<file path="config.mk">
export PLATFORM = sky130hd
export DESIGN_NAME = battery_gauge_core
export DESIGN_NICKNAME = d
export VERILOG_FILES = /design/src/include/bgc_pkg.sv /design/src/hdl/bgc_sync.sv /design/src/hdl/bgc_crc8.sv /design/src/hdl/battery_gauge_core.sv
export SDC_FILE = /design/constraint.sdc
export NUM_CORES = 1
export LEC_CHECK = 0
export ABC_AREA = 1
export ABC_CLOCK_PERIOD_IN_PS = 18900
export BUFFER_PORTS_ARGS = -buffer_cell sky130_fd_sc_hd__buf_2
export CAP_MARGIN = 40
export CELL_PAD_IN_SITES_DETAIL_PLACEMENT = 0
export CELL_PAD_IN_SITES_GLOBAL_PLACEMENT = 2
export CORE_MARGIN = 2
export CORE_UTILIZATION = 37
export CTS_CLUSTER_SIZE = 8
export DETAILED_ROUTE_END_ITERATION = 16
export PLACE_DENSITY_LB_ADDON = 0.1
export SLEW_MARGIN = 20
export SYNTH_ARGS = -nofsm -noshare
export SYNTH_HDL_FRONTEND = slang
export SYNTH_SLANG_ARGS = --single-unit
export TNS_END_PERCENT = 50
</file>
<file path="constraint.sdc">
create_clock -name clk -period 18.9 [get_ports clk]
set_input_delay 3.78 -clock clk [delete_from_list [all_inputs] [get_ports clk]]
set_output_delay 3.78 -clock clk [all_outputs]
set_load 0.005 [all_outputs]
</file>
<file path="src/include/bgc_pkg.sv">
package bgc_pkg;
  // Register byte addresses
  localparam logic [7:0] ADDR_MODE     = 8'h00;
  localparam logic [7:0] ADDR_CTRL     = 8'h01;
  localparam logic [7:0] ADDR_CHG_LO   = 8'h02;
  localparam logic [7:0] ADDR_CHG_HI   = 8'h03;
  localparam logic [7:0] ADDR_CNT_LO   = 8'h04;
  localparam logic [7:0] ADDR_CNT_HI   = 8'h05;
  localparam logic [7:0] ADDR_CUR_LO   = 8'h06;
  localparam logic [7:0] ADDR_CUR_HI   = 8'h07;
  localparam logic [7:0] ADDR_VOLT_LO  = 8'h08;
  localparam logic [7:0] ADDR_VOLT_HI  = 8'h09;
  localparam logic [7:0] ADDR_TEMP_LO  = 8'h0A;
  localparam logic [7:0] ADDR_TEMP_HI  = 8'h0B;
  localparam logic [7:0] ADDR_ID_BASE  = 8'h18;
  localparam logic [7:0] ADDR_RAM_BASE = 8'h20;
  localparam logic [7:0] ADDR_RAM_LAST = 8'h3F;
  localparam int         RAM_BYTES     = 32;
  localparam int         ID_BYTES      = 8;
  // Mode register fields
  localparam int MODE_EXTCLK = 0;
  localparam int MODE_RES_LO = 1;
  localparam int MODE_CAL    = 3;
  localparam int MODE_RUN    = 4;
  // Control register fields
  localparam int CTRL_GPIO   = 0;
  localparam int CTRL_POR    = 4;
  localparam logic [7:0] MODE_RESET = 8'h00;
  // Resolution codes
  localparam logic [1:0] RES_14 = 2'b00;
  localparam logic [1:0] RES_13 = 2'b01;
  localparam logic [1:0] RES_12 = 2'b10;
  // Time base figures
  localparam int TB_HZ        = 32768;
  localparam int VT_PERIOD_S  = 2;
  localparam int VT_CONV_TB   = 8192;
  localparam int VT_PERIOD_TB = TB_HZ * VT_PERIOD_S;
  localparam int ACC_W        = 28;
  localparam int CRC_POLY     = 8'h07;

  typedef struct packed {
    logic [7:0] addr;
    logic [7:0] wdata;
    logic       wr;
    logic       rd;
  } bgc_bus_t;

  typedef struct packed {
    logic        done;
    logic [15:0] value;
  } bgc_conv_t;
endpackage

</file>
<file path="src/hdl/bgc_sync.sv">
`timescale 1ns/1ps
// Three-stage synchroniser; change accepted when stages 2 and 3 agree
module bgc_sync (
  // Clock and reset
  input  wire logic clk,
  input  wire logic rst,
  // Async in, clean out
  input  wire logic asyncIn,
  output logic      syncOut
);
  typedef struct packed {
    logic s1;
    logic s2;
    logic s3;
    logic out;
  } bgc_sync_st_t;

  bgc_sync_st_t st_q;
  bgc_sync_st_t st_d;

  always_comb begin
    st_d    = st_q;
    st_d.s1 = asyncIn;
    st_d.s2 = st_q.s1;
    st_d.s3 = st_q.s2;
    if (st_q.s2 == st_q.s3) begin
      st_d.out = st_q.s3;
    end
  end

  always_ff @(posedge clk or posedge rst) begin
    if (rst) begin
      st_q <= '0;
    end else begin
      st_q <= st_d;
    end
  end

  assign syncOut = st_q.out;
endmodule

</file>
<file path="src/hdl/bgc_crc8.sv">
`timescale 1ns/1ps
// Combinational CRC-8 over the first seven id bytes, init zero
module bgc_crc8 (
  // Id bytes 0..6, byte 0 in low bits
  input  wire logic [55:0] idBytes,
  // Check byte
  output logic [7:0]       crc
);
  logic [7:0] acc;
  always_comb begin
    acc = 8'h00;
    for (int b = 0; b < 7; b++) begin
      acc = acc ^ idBytes[b*8 +: 8];
      for (int i = 0; i < 8; i++) begin
        if (acc[7]) begin
          acc = {acc[6:0], 1'b0} ^ 8'(bgc_pkg::CRC_POLY);
        end else begin
          acc = {acc[6:0], 1'b0};
        end
      end
    end
    crc = acc;
  end
endmodule

</file>
<file path="src/hdl/battery_gauge_core.sv">
`timescale 1ns/1ps
// Function
// - Each current conversion end adds signed result to 28-bit accumulator.
// - Host reads only the upper 16 accumulator bits.
// - Each finished current conversion bumps a 16-bit counter.
// - Latest current result lands in current registers at conversion end.
// - Calibration bit high shorts current converter inputs together.
// - Current conversion lasts 2^n time-base cycles at n-bit resolution.
// - Undervoltage stops the gauge and holds standby.
// - Registers kept above reset level; power-on reset restores defaults.
// - Timing from a 32768 Hz base, internal or external.
// - Voltage or temperature conversion every two seconds, alternating.
// - Voltage/temperature conversion lasts 8192 time-base cycles.
// - Voltage/temperature sequencing runs beside current conversions.
// - Pin bit 0 drives pin low, 1 releases it.
// - Reading the pin bit returns the sampled pin level.
// - Standby, power-on flag or undervoltage release pin, read zero.
// - 32 RAM bytes persist until power-on reset.
// - Identifier is type byte, 48-bit unique value, check byte.
// - Check byte is CRC-8 poly 0x07, init zero, over bytes 0..6.
// - Identifier copied at power-up into read-only slots beside RAM.
// - Run bit clear: standby, accumulator and counter frozen.
// - Resolution code 00 is 14-bit, 01 13-bit, 10 12-bit.
// - Unused low current bits read zero at reduced resolution.
module battery_gauge_core #(
  parameter logic [7:0]  PART_TYPE = 8'h5A, // Arbitrary value
  parameter logic [47:0] UNIQUE_ID = 48'h0123456789AB // Arbitrary value
) (
  // Clock and reset (reset is the power-on reset)
  input  wire logic        clk,
  input  wire logic        rst,
  // Register port
  input  wire logic [7:0]  regAddr,
  input  wire logic [7:0]  regWdata,
  input  wire logic        regWr,
  input  wire logic        regRd,
  output logic      [7:0]  regRdata,
  // Time base ticks (async pins)
  input  wire logic        intTbClk,
  input  wire logic        extTbClk,
  // Supply monitor
  input  wire logic        undervoltage,
  // Current converter
  input  wire logic [13:0] curAdcData,
  output logic             curAdcShort,
  output logic             curAdcSample,
  // Voltage/temperature converter
  input  wire logic [15:0] vtAdcData,
  output logic             vtAdcSelTemp,
  output logic             vtAdcStart,
  // General-purpose pin, open drain
  input  wire logic        gpioPinIn,
  output logic             gpioPinOut,
  output logic             gpioPinOe,
  // Status
  output logic             gaugeActive
);
  typedef enum logic [1:0] {VtIdle, VtConv} bgc_vt_st_t;

  typedef struct packed {
    logic [7:0]       mode;
    logic             gpioPinBit;
    logic             powerOnFlag;
    logic             tbPrev;
    logic [13:0]      curCnt;
    logic [16:0]      vtCnt;
    bgc_vt_st_t       vtState;
    logic             vtSelTemp;
    logic [27:0]      acc;
    logic [15:0]      convCnt;
    logic [15:0]      current;
    logic [15:0]      voltage;
    logic [15:0]      temperature;
    logic [7:0]       snapHi;
    logic [7:0]       rdata;
    logic             curSample;
    logic             vtStart;
  } bgc_state_t;

  bgc_state_t st_q;
  bgc_state_t st_d;
  logic [7:0] ram_q [bgc_pkg::RAM_BYTES];
  logic [7:0] idBytes [bgc_pkg::ID_BYTES];
  logic [7:0] idCrc;
  logic       intTbSync;
  logic       extTbSync;
  logic       gpioSync;
  logic       tbNow;
  logic       tbTick;
  logic       running;
  logic [1:0] res;
  logic [4:0] resBits;
  logic [13:0] curLen;
  logic [15:0] curAligned;
  logic [15:0] curMasked;
  logic [7:0] readByte;
  logic [5:0] ramIdx;
  logic [2:0] idIdx;
  bgc_pkg::bgc_bus_t bus;

  assign bus = '{addr: regAddr, wdata: regWdata, wr: regWr, rd: regRd};

  // Pin synchronisers
  bgc_sync uIntTb (.clk(clk), .rst(rst), .asyncIn(intTbClk),
                   .syncOut(intTbSync));
  bgc_sync uExtTb (.clk(clk), .rst(rst), .asyncIn(extTbClk),
                   .syncOut(extTbSync));
  bgc_sync uGpio (.clk(clk), .rst(rst), .asyncIn(gpioPinIn),
                  .syncOut(gpioSync));

  // Identifier image, check byte computed from the first seven
  bgc_crc8 uCrc (
    .idBytes({UNIQUE_ID, PART_TYPE}),
    .crc    (idCrc)
  );

  // Read-only id slots, fixed from power-up on
  genvar g;
  generate
    for (g = 0; g < 6; g++) begin : gId
      assign idBytes[g+1] = UNIQUE_ID[g*8 +: 8];
    end
  endgenerate
  assign idBytes[0] = PART_TYPE;
  assign idBytes[7] = idCrc;

  // Time base select and edge detect
  assign tbNow = st_q.mode[bgc_pkg::MODE_EXTCLK] ? extTbSync
                                                 : intTbSync;
  assign tbTick = tbNow & ~st_q.tbPrev;
  assign running = st_q.mode[bgc_pkg::MODE_RUN]
                   & ~undervoltage;
  assign res = st_q.mode[bgc_pkg::MODE_RES_LO +: 2];

  // Resolution decode
  always_comb begin
    unique case (res)
      bgc_pkg::RES_13: resBits = 5'd13;
      bgc_pkg::RES_12: resBits = 5'd12;
      default:         resBits = 5'd14;
    endcase
  end
  assign curLen = 14'((15'd1 << resBits) - 15'd1);

  // Sign-extend raw result, clear low bits below resolution
  assign curAligned = {{2{curAdcData[13]}}, curAdcData};
  always_comb begin
    curMasked = curAligned;
    if (resBits == 5'd13) begin
      curMasked[0] = 1'b0;
    end else if (resBits == 5'd12) begin
      curMasked[1:0] = 2'b00;
    end
  end

  // Read mux
  assign ramIdx = 6'(bus.addr - bgc_pkg::ADDR_RAM_BASE);
  assign idIdx  = 3'(bus.addr - bgc_pkg::ADDR_ID_BASE);
  always_comb begin
    readByte = 8'h00;
    if (bus.addr >= bgc_pkg::ADDR_RAM_BASE &&
        bus.addr <= bgc_pkg::ADDR_RAM_LAST) begin
      readByte = ram_q[ramIdx[4:0]];
    end else if (bus.addr >= bgc_pkg::ADDR_ID_BASE &&
                 bus.addr < bgc_pkg::ADDR_RAM_BASE) begin
      readByte = idBytes[idIdx];
    end else begin
      unique case (bus.addr)
        bgc_pkg::ADDR_MODE:    readByte = st_q.mode;
        bgc_pkg::ADDR_CTRL: begin
          readByte[bgc_pkg::CTRL_GPIO] = running & ~st_q.powerOnFlag
                                       & gpioSync;
          readByte[bgc_pkg::CTRL_POR] = st_q.powerOnFlag;
        end
        bgc_pkg::ADDR_CHG_LO:  readByte = st_q.acc[19:12];
        bgc_pkg::ADDR_CHG_HI:  readByte = st_q.snapHi;
        bgc_pkg::ADDR_CNT_LO:  readByte = st_q.convCnt[7:0];
        bgc_pkg::ADDR_CNT_HI:  readByte = st_q.snapHi;
        bgc_pkg::ADDR_CUR_LO:  readByte = st_q.current[7:0];
        bgc_pkg::ADDR_CUR_HI:  readByte = st_q.snapHi;
        bgc_pkg::ADDR_VOLT_LO: readByte = st_q.voltage[7:0];
        bgc_pkg::ADDR_VOLT_HI: readByte = st_q.snapHi;
        bgc_pkg::ADDR_TEMP_LO: readByte = st_q.temperature[7:0];
        bgc_pkg::ADDR_TEMP_HI: readByte = st_q.snapHi;
        default:               readByte = 8'h00;
      endcase
    end
  end

  // Next state
  always_comb begin
    st_d           = st_q;
    st_d.tbPrev    = tbNow;
    st_d.curSample = 1'b0;
    st_d.vtStart   = 1'b0;
    // Register writes
    if (bus.wr) begin
      if (bus.addr == bgc_pkg::ADDR_MODE) begin
        st_d.mode = bus.wdata;
      end
      if (bus.addr == bgc_pkg::ADDR_CTRL) begin
        st_d.gpioPinBit  = bus.wdata[bgc_pkg::CTRL_GPIO];
        if (!bus.wdata[bgc_pkg::CTRL_POR]) begin
          st_d.powerOnFlag = 1'b0;
        end
      end
    end
    // Read data and high-byte snapshot taken with the low byte
    if (bus.rd) begin
      st_d.rdata = readByte;
      unique case (bus.addr)
        bgc_pkg::ADDR_CHG_LO:  st_d.snapHi = st_q.acc[27:20];
        bgc_pkg::ADDR_CNT_LO:  st_d.snapHi = st_q.convCnt[15:8];
        bgc_pkg::ADDR_CUR_LO:  st_d.snapHi = st_q.current[15:8];
        bgc_pkg::ADDR_VOLT_LO: st_d.snapHi = st_q.voltage[15:8];
        bgc_pkg::ADDR_TEMP_LO: st_d.snapHi = st_q.temperature[15:8];
        default:               st_d.snapHi = st_q.snapHi;
      endcase
    end else begin
      st_d.rdata = 8'h00;
    end
    // Current conversion timing
    if (running && tbTick) begin
      if (st_q.curCnt >= curLen) begin
        st_d.curCnt    = '0;
        st_d.curSample = 1'b1;
        st_d.acc       = st_q.acc
                         + {{12{curMasked[15]}}, curMasked};
        st_d.convCnt   = st_q.convCnt + 16'd1;
        st_d.current   = curMasked;
      end else begin
        st_d.curCnt = st_q.curCnt + 14'd1;
      end
    end
    // Voltage/temperature sequencer, independent of current path
    if (running && tbTick) begin
      if (st_q.vtCnt >= 17'(bgc_pkg::VT_PERIOD_TB - 1)) begin
        st_d.vtCnt = '0;
      end else begin
        st_d.vtCnt = st_q.vtCnt + 17'd1;
      end
      unique case (st_q.vtState)
        VtIdle: begin
          if (st_q.vtCnt == '0) begin
            st_d.vtState = VtConv;
            st_d.vtStart = 1'b1;
          end
        end
        VtConv: begin
          if (st_q.vtCnt == 17'(bgc_pkg::VT_CONV_TB - 1)) begin
            st_d.vtState = VtIdle;
            if (st_q.vtSelTemp) begin
              st_d.temperature = vtAdcData;
            end else begin
              st_d.voltage = vtAdcData;
            end
            st_d.vtSelTemp = ~st_q.vtSelTemp;
          end
        end
      endcase
    end
  end

  always_ff @(posedge clk or posedge rst) begin
    if (rst) begin
      st_q             <= '0;
      st_q.mode        <= bgc_pkg::MODE_RESET;
      st_q.gpioPinBit  <= 1'b1;
      st_q.powerOnFlag <= 1'b1;
      st_q.vtState     <= VtIdle;
    end else begin
      st_q <= st_d;
    end
  end

  // RAM bytes, cleared only by power-on reset
  generate
    for (g = 0; g < bgc_pkg::RAM_BYTES; g++) begin : gRam
      always_ff @(posedge clk or posedge rst) begin
        if (rst) begin
          ram_q[g] <= 8'h00;
        end else if (bus.wr && bus.addr == 8'(bgc_pkg::ADDR_RAM_BASE + g)) begin
          ram_q[g] <= bus.wdata;
        end
      end
    end
  endgenerate

  // Outputs
  assign regRdata     = st_q.rdata;
  assign curAdcShort  = st_q.mode[bgc_pkg::MODE_CAL];
  assign curAdcSample = st_q.curSample;
  assign vtAdcSelTemp = st_q.vtSelTemp;
  assign vtAdcStart   = st_q.vtStart;
  assign gaugeActive  = running;
  assign gpioPinOut   = 1'b0;
  assign gpioPinOe    = running & ~st_q.powerOnFlag
                        & ~st_q.gpioPinBit;
endmodule

</file>
==> flow_metrics.tcl, run 1 <==
set metrics [dict create \
    layout_min_cycle_time_ns 8.21 \
    synth_top_area_cell "dfrtp_1" \
    critPathArrivalTime_ns 4.43 \
    placedInstanceArea_um2 22500 \
    dp_hpwl_um 46800 \
    die_width_um 245 \
    path_delay_family "simple AND/OR/NAND/NOR gates" \
    num_rows 88 \
    worst_slew_pin_slew_ns 0.784 \
    rsz0062_at_grt "false" \
    core_um2 57700 \
    p_leak_nw 11.5 \
    synth_most_common_cell "nand2_1" \
    p_total_mw 2.11 \
    max_cap_viol_count 0 \
    synth.avg_cell_area_um2 7.69 \
    post-place-ws_ns 10.68 \
    nets 2912 \
    postRouteAntennaNets 0 \
    synth_nets 2902 \
    grt_pass1_vias 17900 \
    wl_per_cell_um 19.0 \
    synth-edff-count 0 \
    pwr_density_cell_nw_per_um2 87.6 \
    cts_root_buf "clkbuf_16" \
    yosysUniqueCellTypes 50 \
    report.final.slew_viol_count 0 \
    final_util_pct 41.8 \
    final_cell_area_um2 24100 \
    cts.clk_slew.worst_paths_ns 0.05 \
    slowest_delay_ns 0.19 \
    drive_gt1_share_pct 7.72 \
    syn_inst 2805 \
    cts_tree "yes" \
    gp_congestion 0.843 \
    grt_max_degree 82 \
    crit_slowest_cell "nor3_1" \
    max_freq_ghz 0.122 \
    cts.htree.levels 2 \
    cts_made_buffers 58 \
    setup_viol 0 \
    synth.area.top_cells "dfrtp_1 (49%), nand2_1 (18%), o21ai_0 (5.4%), nand3_1 (4.8%), o21ai_1 (3.6%)" \
    crit_path_start_kind "primary input" \
    required_ns 15.12 \
    status "completed" \
    cp_num_buf_inv 3 \
    dr.pass1.iters 7 \
    area_growth_pct 11.9 \
    finalHoldViolCount 0 \
    critPathMostFrequentCell "buf_2" \
    synth_ff_type "dfrtp_1" \
    ys_warn_count 0 \
    wirelength_um 68200 \
    grt_usage_pct 23.1 \
    synth.top_cell.area_share_pct 48.5 \
    ctsHoldBuffers 0 \
    layout_setup_ws_ns 10.69 \
    synth_seq_cells 420 \
    antenna_found_initial 1 \
    path_cells "buf_2 > inv_1 > nand2_1 > nor3_1 > buf_2" \
    path_max_fanout 4 \
    synthTopCellsByCount "nand2_1 (1009), dfrtp_1 (418), o21ai_0 (233), nand3_1 (205), inv_1 (167)" \
    postCtsSetupRepairBufs 0 \
    skew_ns 0.0397 \
    initial_core_util_pct 37.4 \
    grt_pass1_wl_um 108000 \
    ys_seq_area_share_pct 48.8 \
    drtIter0Drc 1333 \
    drc_errors 0 \
    clk_path_buf_depth 3 \
    criticalPathCategory "in2out" \
    ys_async_sr_fraction_pct 100 \
    viasPerCell 5.11 \
    min_period_over_period_pct 43.5 \
    ir_worst_vdd_mv 0.0702 \
    ios 69 \
    finalSetupTns_ns 0 \
    vias 18400 \
    final_cells 3601 \
    die_h_um 245 \
    hold_path_class "reg2reg" \
    insertion_delay_ns 0.62 \
    grt_overflow_total 0 \
    io_buffers 67 \
    cts_resized 0 \
    dieArea_um2 60200 \
    holdWs_ns 0.346 \
    critPathCaptureType "output pin" \
    cts_sinks 420 \
    netlist_area_um2 21600 \
    dp.cells 3520 \
    max_slew_margin_pct 47.5 \
]
final cells by class:
cell class                 instances  area [um2]
fill                            6023       33600
sequential                       420       10500
multi-input combinational       2058        9650
clock buffer                      78        1550
tap                              765         957
timing repair buffer              97         727
inverter                         180         689
clock inverter                     2        46.3
antenna                            1        2.50
path summary, 6_finish.rpt:
path	endpoint	from	slack, ns	cells past startpoint
max	gpioPinOe	undervoltage	10.69	5
min	uExtTb.st_d[1]	uExtTb.st_d[2]	0.35	0
max reg2reg	st_q[101]	st_q[151]	15.56	10
min reg2reg	uExtTb.st_d[1]	uExtTb.st_d[2]	0.35	0
max in group asynchronous	ram_q[76]	rst	13.84	6
min in group asynchronous	ram_q[40]	rst	3.20	2
logic make-up after synthesis:
logic type | share of synthesized area, %
fa+ha+maj | 2.67
xor+xnor | 1.54
compound gates | 11.2
buf+inv | 6.51
simple gates | 29.3
other cells | 0.0174
flops | 48.8
per-layer routing:
| metal | up-vias | part of all wire [%] | track usage, % |
|---|---|---|---|
| met5 | - | 0.015 | 0 |
| met4 | 2 | 1.8 | 5.35 |
| met3 | 75 | 4.5 | 3.40 |
| met1 | 8886 | 50 | 34.4 |
| li1 | 9073 | - | - |
| met2 | 362 | 44 | 35.4 |
where the power goes:
part / total (mW) / leakage [nW] / internal [mW] / switching, mW
combinational: 0.200 / 5.10 / 0.0610 / 0.138
clock: 0.949 / 0.768 / 0.559 / 0.390
sequential: 0.965 / 5.65 / 0.941 / 0.0244
flip-flops by register name (all words and copies together) (netlist names), 2 cells and up:
register / cells
ram_q: 256
st_q: 138
regRdata: 8
res: 2
uExtTb.st_d: 2
uGpio.st_d: 2
uIntTb.st_d: 2
worst reg2reg max path, stage by stage, from the launching register on:
cell and delay, ns:
dfrtp_1 0.44, nand2_1 0.26, nor2_1 0.07, nand2_1 0.45, inv_2 0.29, nand2_2 0.13, buf_4 0.54, inv_2 0.52
buf_16 0.30, nand3_1 0.11, o21ai_0 0.08
layout by cell type (no fill, tap or decap), types with 4 or more instances in the layout:
| cell type | count |
|---|---|
| nor2_1 | 155 |
| ha_1 | 42 |
| a21oi_1 | 62 |
| o21ai_0 | 233 |
| buf_4 | 20 |
| nor2_2 | 4 |
| a22oi_1 | 5 |
| o21ai_1 | 153 |
| xor2_1 | 24 |
| nor3_1 | 31 |
| nand3_1 | 205 |
| nor4_1 | 10 |
| dfrtp_1 | 418 |
| nand2_2 | 24 |
| nor3b_1 | 8 |
| nand2_1 | 1009 |
| inv_1 | 163 |
| nor2_4 | 7 |
| clkbuf_1 | 19 |
| inv_2 | 11 |
| o211ai_1 | 5 |
| buf_2 | 66 |
| buf_16 | 7 |
| clkbuf_16 | 59 |
| nand4_1 | 33 |
| xnor2_1 | 14 |
Power figures use the tool's default switching activity.
==> run 2: changes to the inputs <==
ABC_CLOCK_PERIOD_IN_PS = 8300   (was 18900)
clock period = 8.3 ns   (was 18.9 ns; I/O delays follow)
==> run 2 against run 1 <==
Compared with the run above:
- non-clock buffer count down 6
- routed wire length up 1.8%
- largest power group unchanged
- cell count down 0.14%
==> flow_metrics.tcl, run 2 (synthesized netlist as in run 1, its figures left out) <==
set metrics [dict create \
    min_period_over_period_pct 50.2 \
    path_cells "buf_2 > inv_1 > nand2_1 > nor3_1 > buf_2" \
    insertion_delay_ns 0.63 \
    max_freq_ghz 0.240 \
    drtIter0Drc 1481 \
    hold_path_class "reg2reg" \
    r2r_cells 14 \
    p_total_mw 4.84 \
    largest_register_ffs 256 \
    top_register "ram_q" \
    cts_sinks 420 \
    skew_ns 0.0274 \
    max_cap_viol_count 0 \
    placedInstanceArea_um2 22400 \
    gp_congestion 0.850 \
    wl_met1_um 34500 \
    area_growth_pct 11.6 \
    wirelength_um 69400 \
    cts_root_buf "clkbuf_16" \
    ctsHoldBuffers 0 \
    ir_worst_vdd_mv 0.158 \
    final_common_cell "nand2_1" \
    drive_gt1_share_pct 7.74 \
    pwr_density_cell_nw_per_um2 201 \
    report.final.slew_viol_count 0 \
    drc_errors 0 \
    wl_met2_um 29900 \
    final_cell_mix "nand2_1 (1009), dfrtp_1 (418), o21ai_0 (233)" \
    grt_max_degree 162 \
    postRouteAntennaNets 0 \
    grt_pass1_vias 17900 \
    critPathCaptureType "output pin" \
    max_slew_margin_pct 33.7 \
    dr.pass1.iters 6 \
    wl_per_cell_um 19.3 \
    cts_resized 0 \
    num_rows 88 \
    crit_slowest_cell "nor3_1" \
    cts.htree.levels 2 \
    routed.top_layer "met5" \
    required_ns 6.64 \
    postCtsSetupRepairBufs 0 \
    worstSetupPathDepth 5 \
    die_h_um 245 \
    setup_viol 0 \
    crit_path_start_kind "primary input" \
    io_buffers 67 \
    die_width_um 245 \
    criticalPathCategory "in2out" \
    finalHoldViolCount 0 \
    dp_hpwl_um 47100 \
    status "completed" \
    cp_num_buf_inv 3 \
    viasPerCell 5.13 \
    worst_slew_pin_slew_ns 0.994 \
    cts_made_buffers 59 \
    layout_min_cycle_time_ns 4.17 \
    clk_path_buf_depth 3 \
    critPathArrivalTime_ns 2.51 \
    final_cell_area_um2 24100 \
    grt_usage_pct 23.3 \
    rsz0062_at_grt "false" \
    p_leak_nw 11.5 \
    core_um2 57700 \
    cts.clk_slew.worst_paths_ns 0.05 \
    grt_pass1_wl_um 108000 \
    finalSetupTns_ns 0 \
    grt_overflow_total 0 \
    path_max_fanout 4 \
    nets 2907 \
    critPathMostFrequentCell "buf_2" \
    dieArea_um2 60200 \
    antenna_found_initial 1 \
    min_path_cells 0 \
    vias 18500 \
    cts_tree "yes" \
    initial_core_util_pct 37.4 \
    slowest_delay_ns 0.37 \
    ios 69 \
    path_delay_family "simple AND/OR/NAND/NOR gates" \
    wl_met3_um 3280 \
]
run 2: cell count changes in the layout (fill, tap and decap cells not counted), moves of 2 or more:
cell,before,now
buf_16,7,2
buf_4,20,16
buf_8,0,2
buf_12,1,5
inv_2,11,13
buf_6,3,0
clkbuf_1,19,17
run 2: cell type report:
| class | count | area [um2] |
|---|---|---|
| multi-input cells | 2058 | 9650 |
| flip-flops and latches | 420 | 10500 |
| inverters | 180 | 686 |
| diodes | 1 | 2.50 |
| clock buffers | 77 | 1550 |
| fillers | 6021 | 33600 |
| clock inverters | 4 | 63.8 |
| repair buffers | 91 | 636 |
| well taps | 765 | 957 |
run 2: worst register-to-register path: cells and delay by family, from the launching register on:
| kind | cells | cell delay [ns] |
|---|---|---|
| compound gates | 1 | 0.07 |
| simple gates | 6 | 0.46 |
| flops | 1 | 0.41 |
| fa+ha+maj | 2 | 0.66 |
| buf+inv | 5 | 1.47 |
run 2: stage by stage:
stage          setup WS, ns  hold WS (ns)  cells  utilization (%)
6_report               4.13         0.347   3596             41.7
5_1_grt                4.15         0.353   3595             41.7
4_1_cts                4.14         0.349   3592             41.6
3_5_place_dp           3.70         0.336   3511             38.8
3_3_place_gp           3.63         0.335   3507             38.6
2_1_floorplan         0.976         0.331   2805                -
run 2: final timing paths:
| check | start | to | slack, ns |
|---|---|---|---|
| min reg2reg | uExtTb.st_d[2] | uExtTb.st_d[1] | 0.35 |
| max | undervoltage | gpioPinOe | 4.13 |
| max in group asynchronous | rst | ram_q[7] | 5.62 |
| min | uExtTb.st_d[2] | uExtTb.st_d[1] | 0.35 |
| min in group asynchronous | rst | uGpio.st_d[2] | 1.24 |
| max reg2reg | res[0] | st_q[95] | 5.10 |
run 2: layer usage:
metal | up-vias | GRT usage (%)
met1 | 8910 | 34.7
met3 | 91 | 3.21
li1 | 9063 | -
met5 | - | 0
met2 | 390 | 35.3
met4 | 2 | 6.68
run 2: power by group:
group	total [mW]	internal [mW]	switching, mW	leakage [nW]
Sequential	2.20	2.14	0.0581	5.65
Combinational	0.450	0.135	0.315	5.05
Clock	2.19	1.28	0.909	0.781
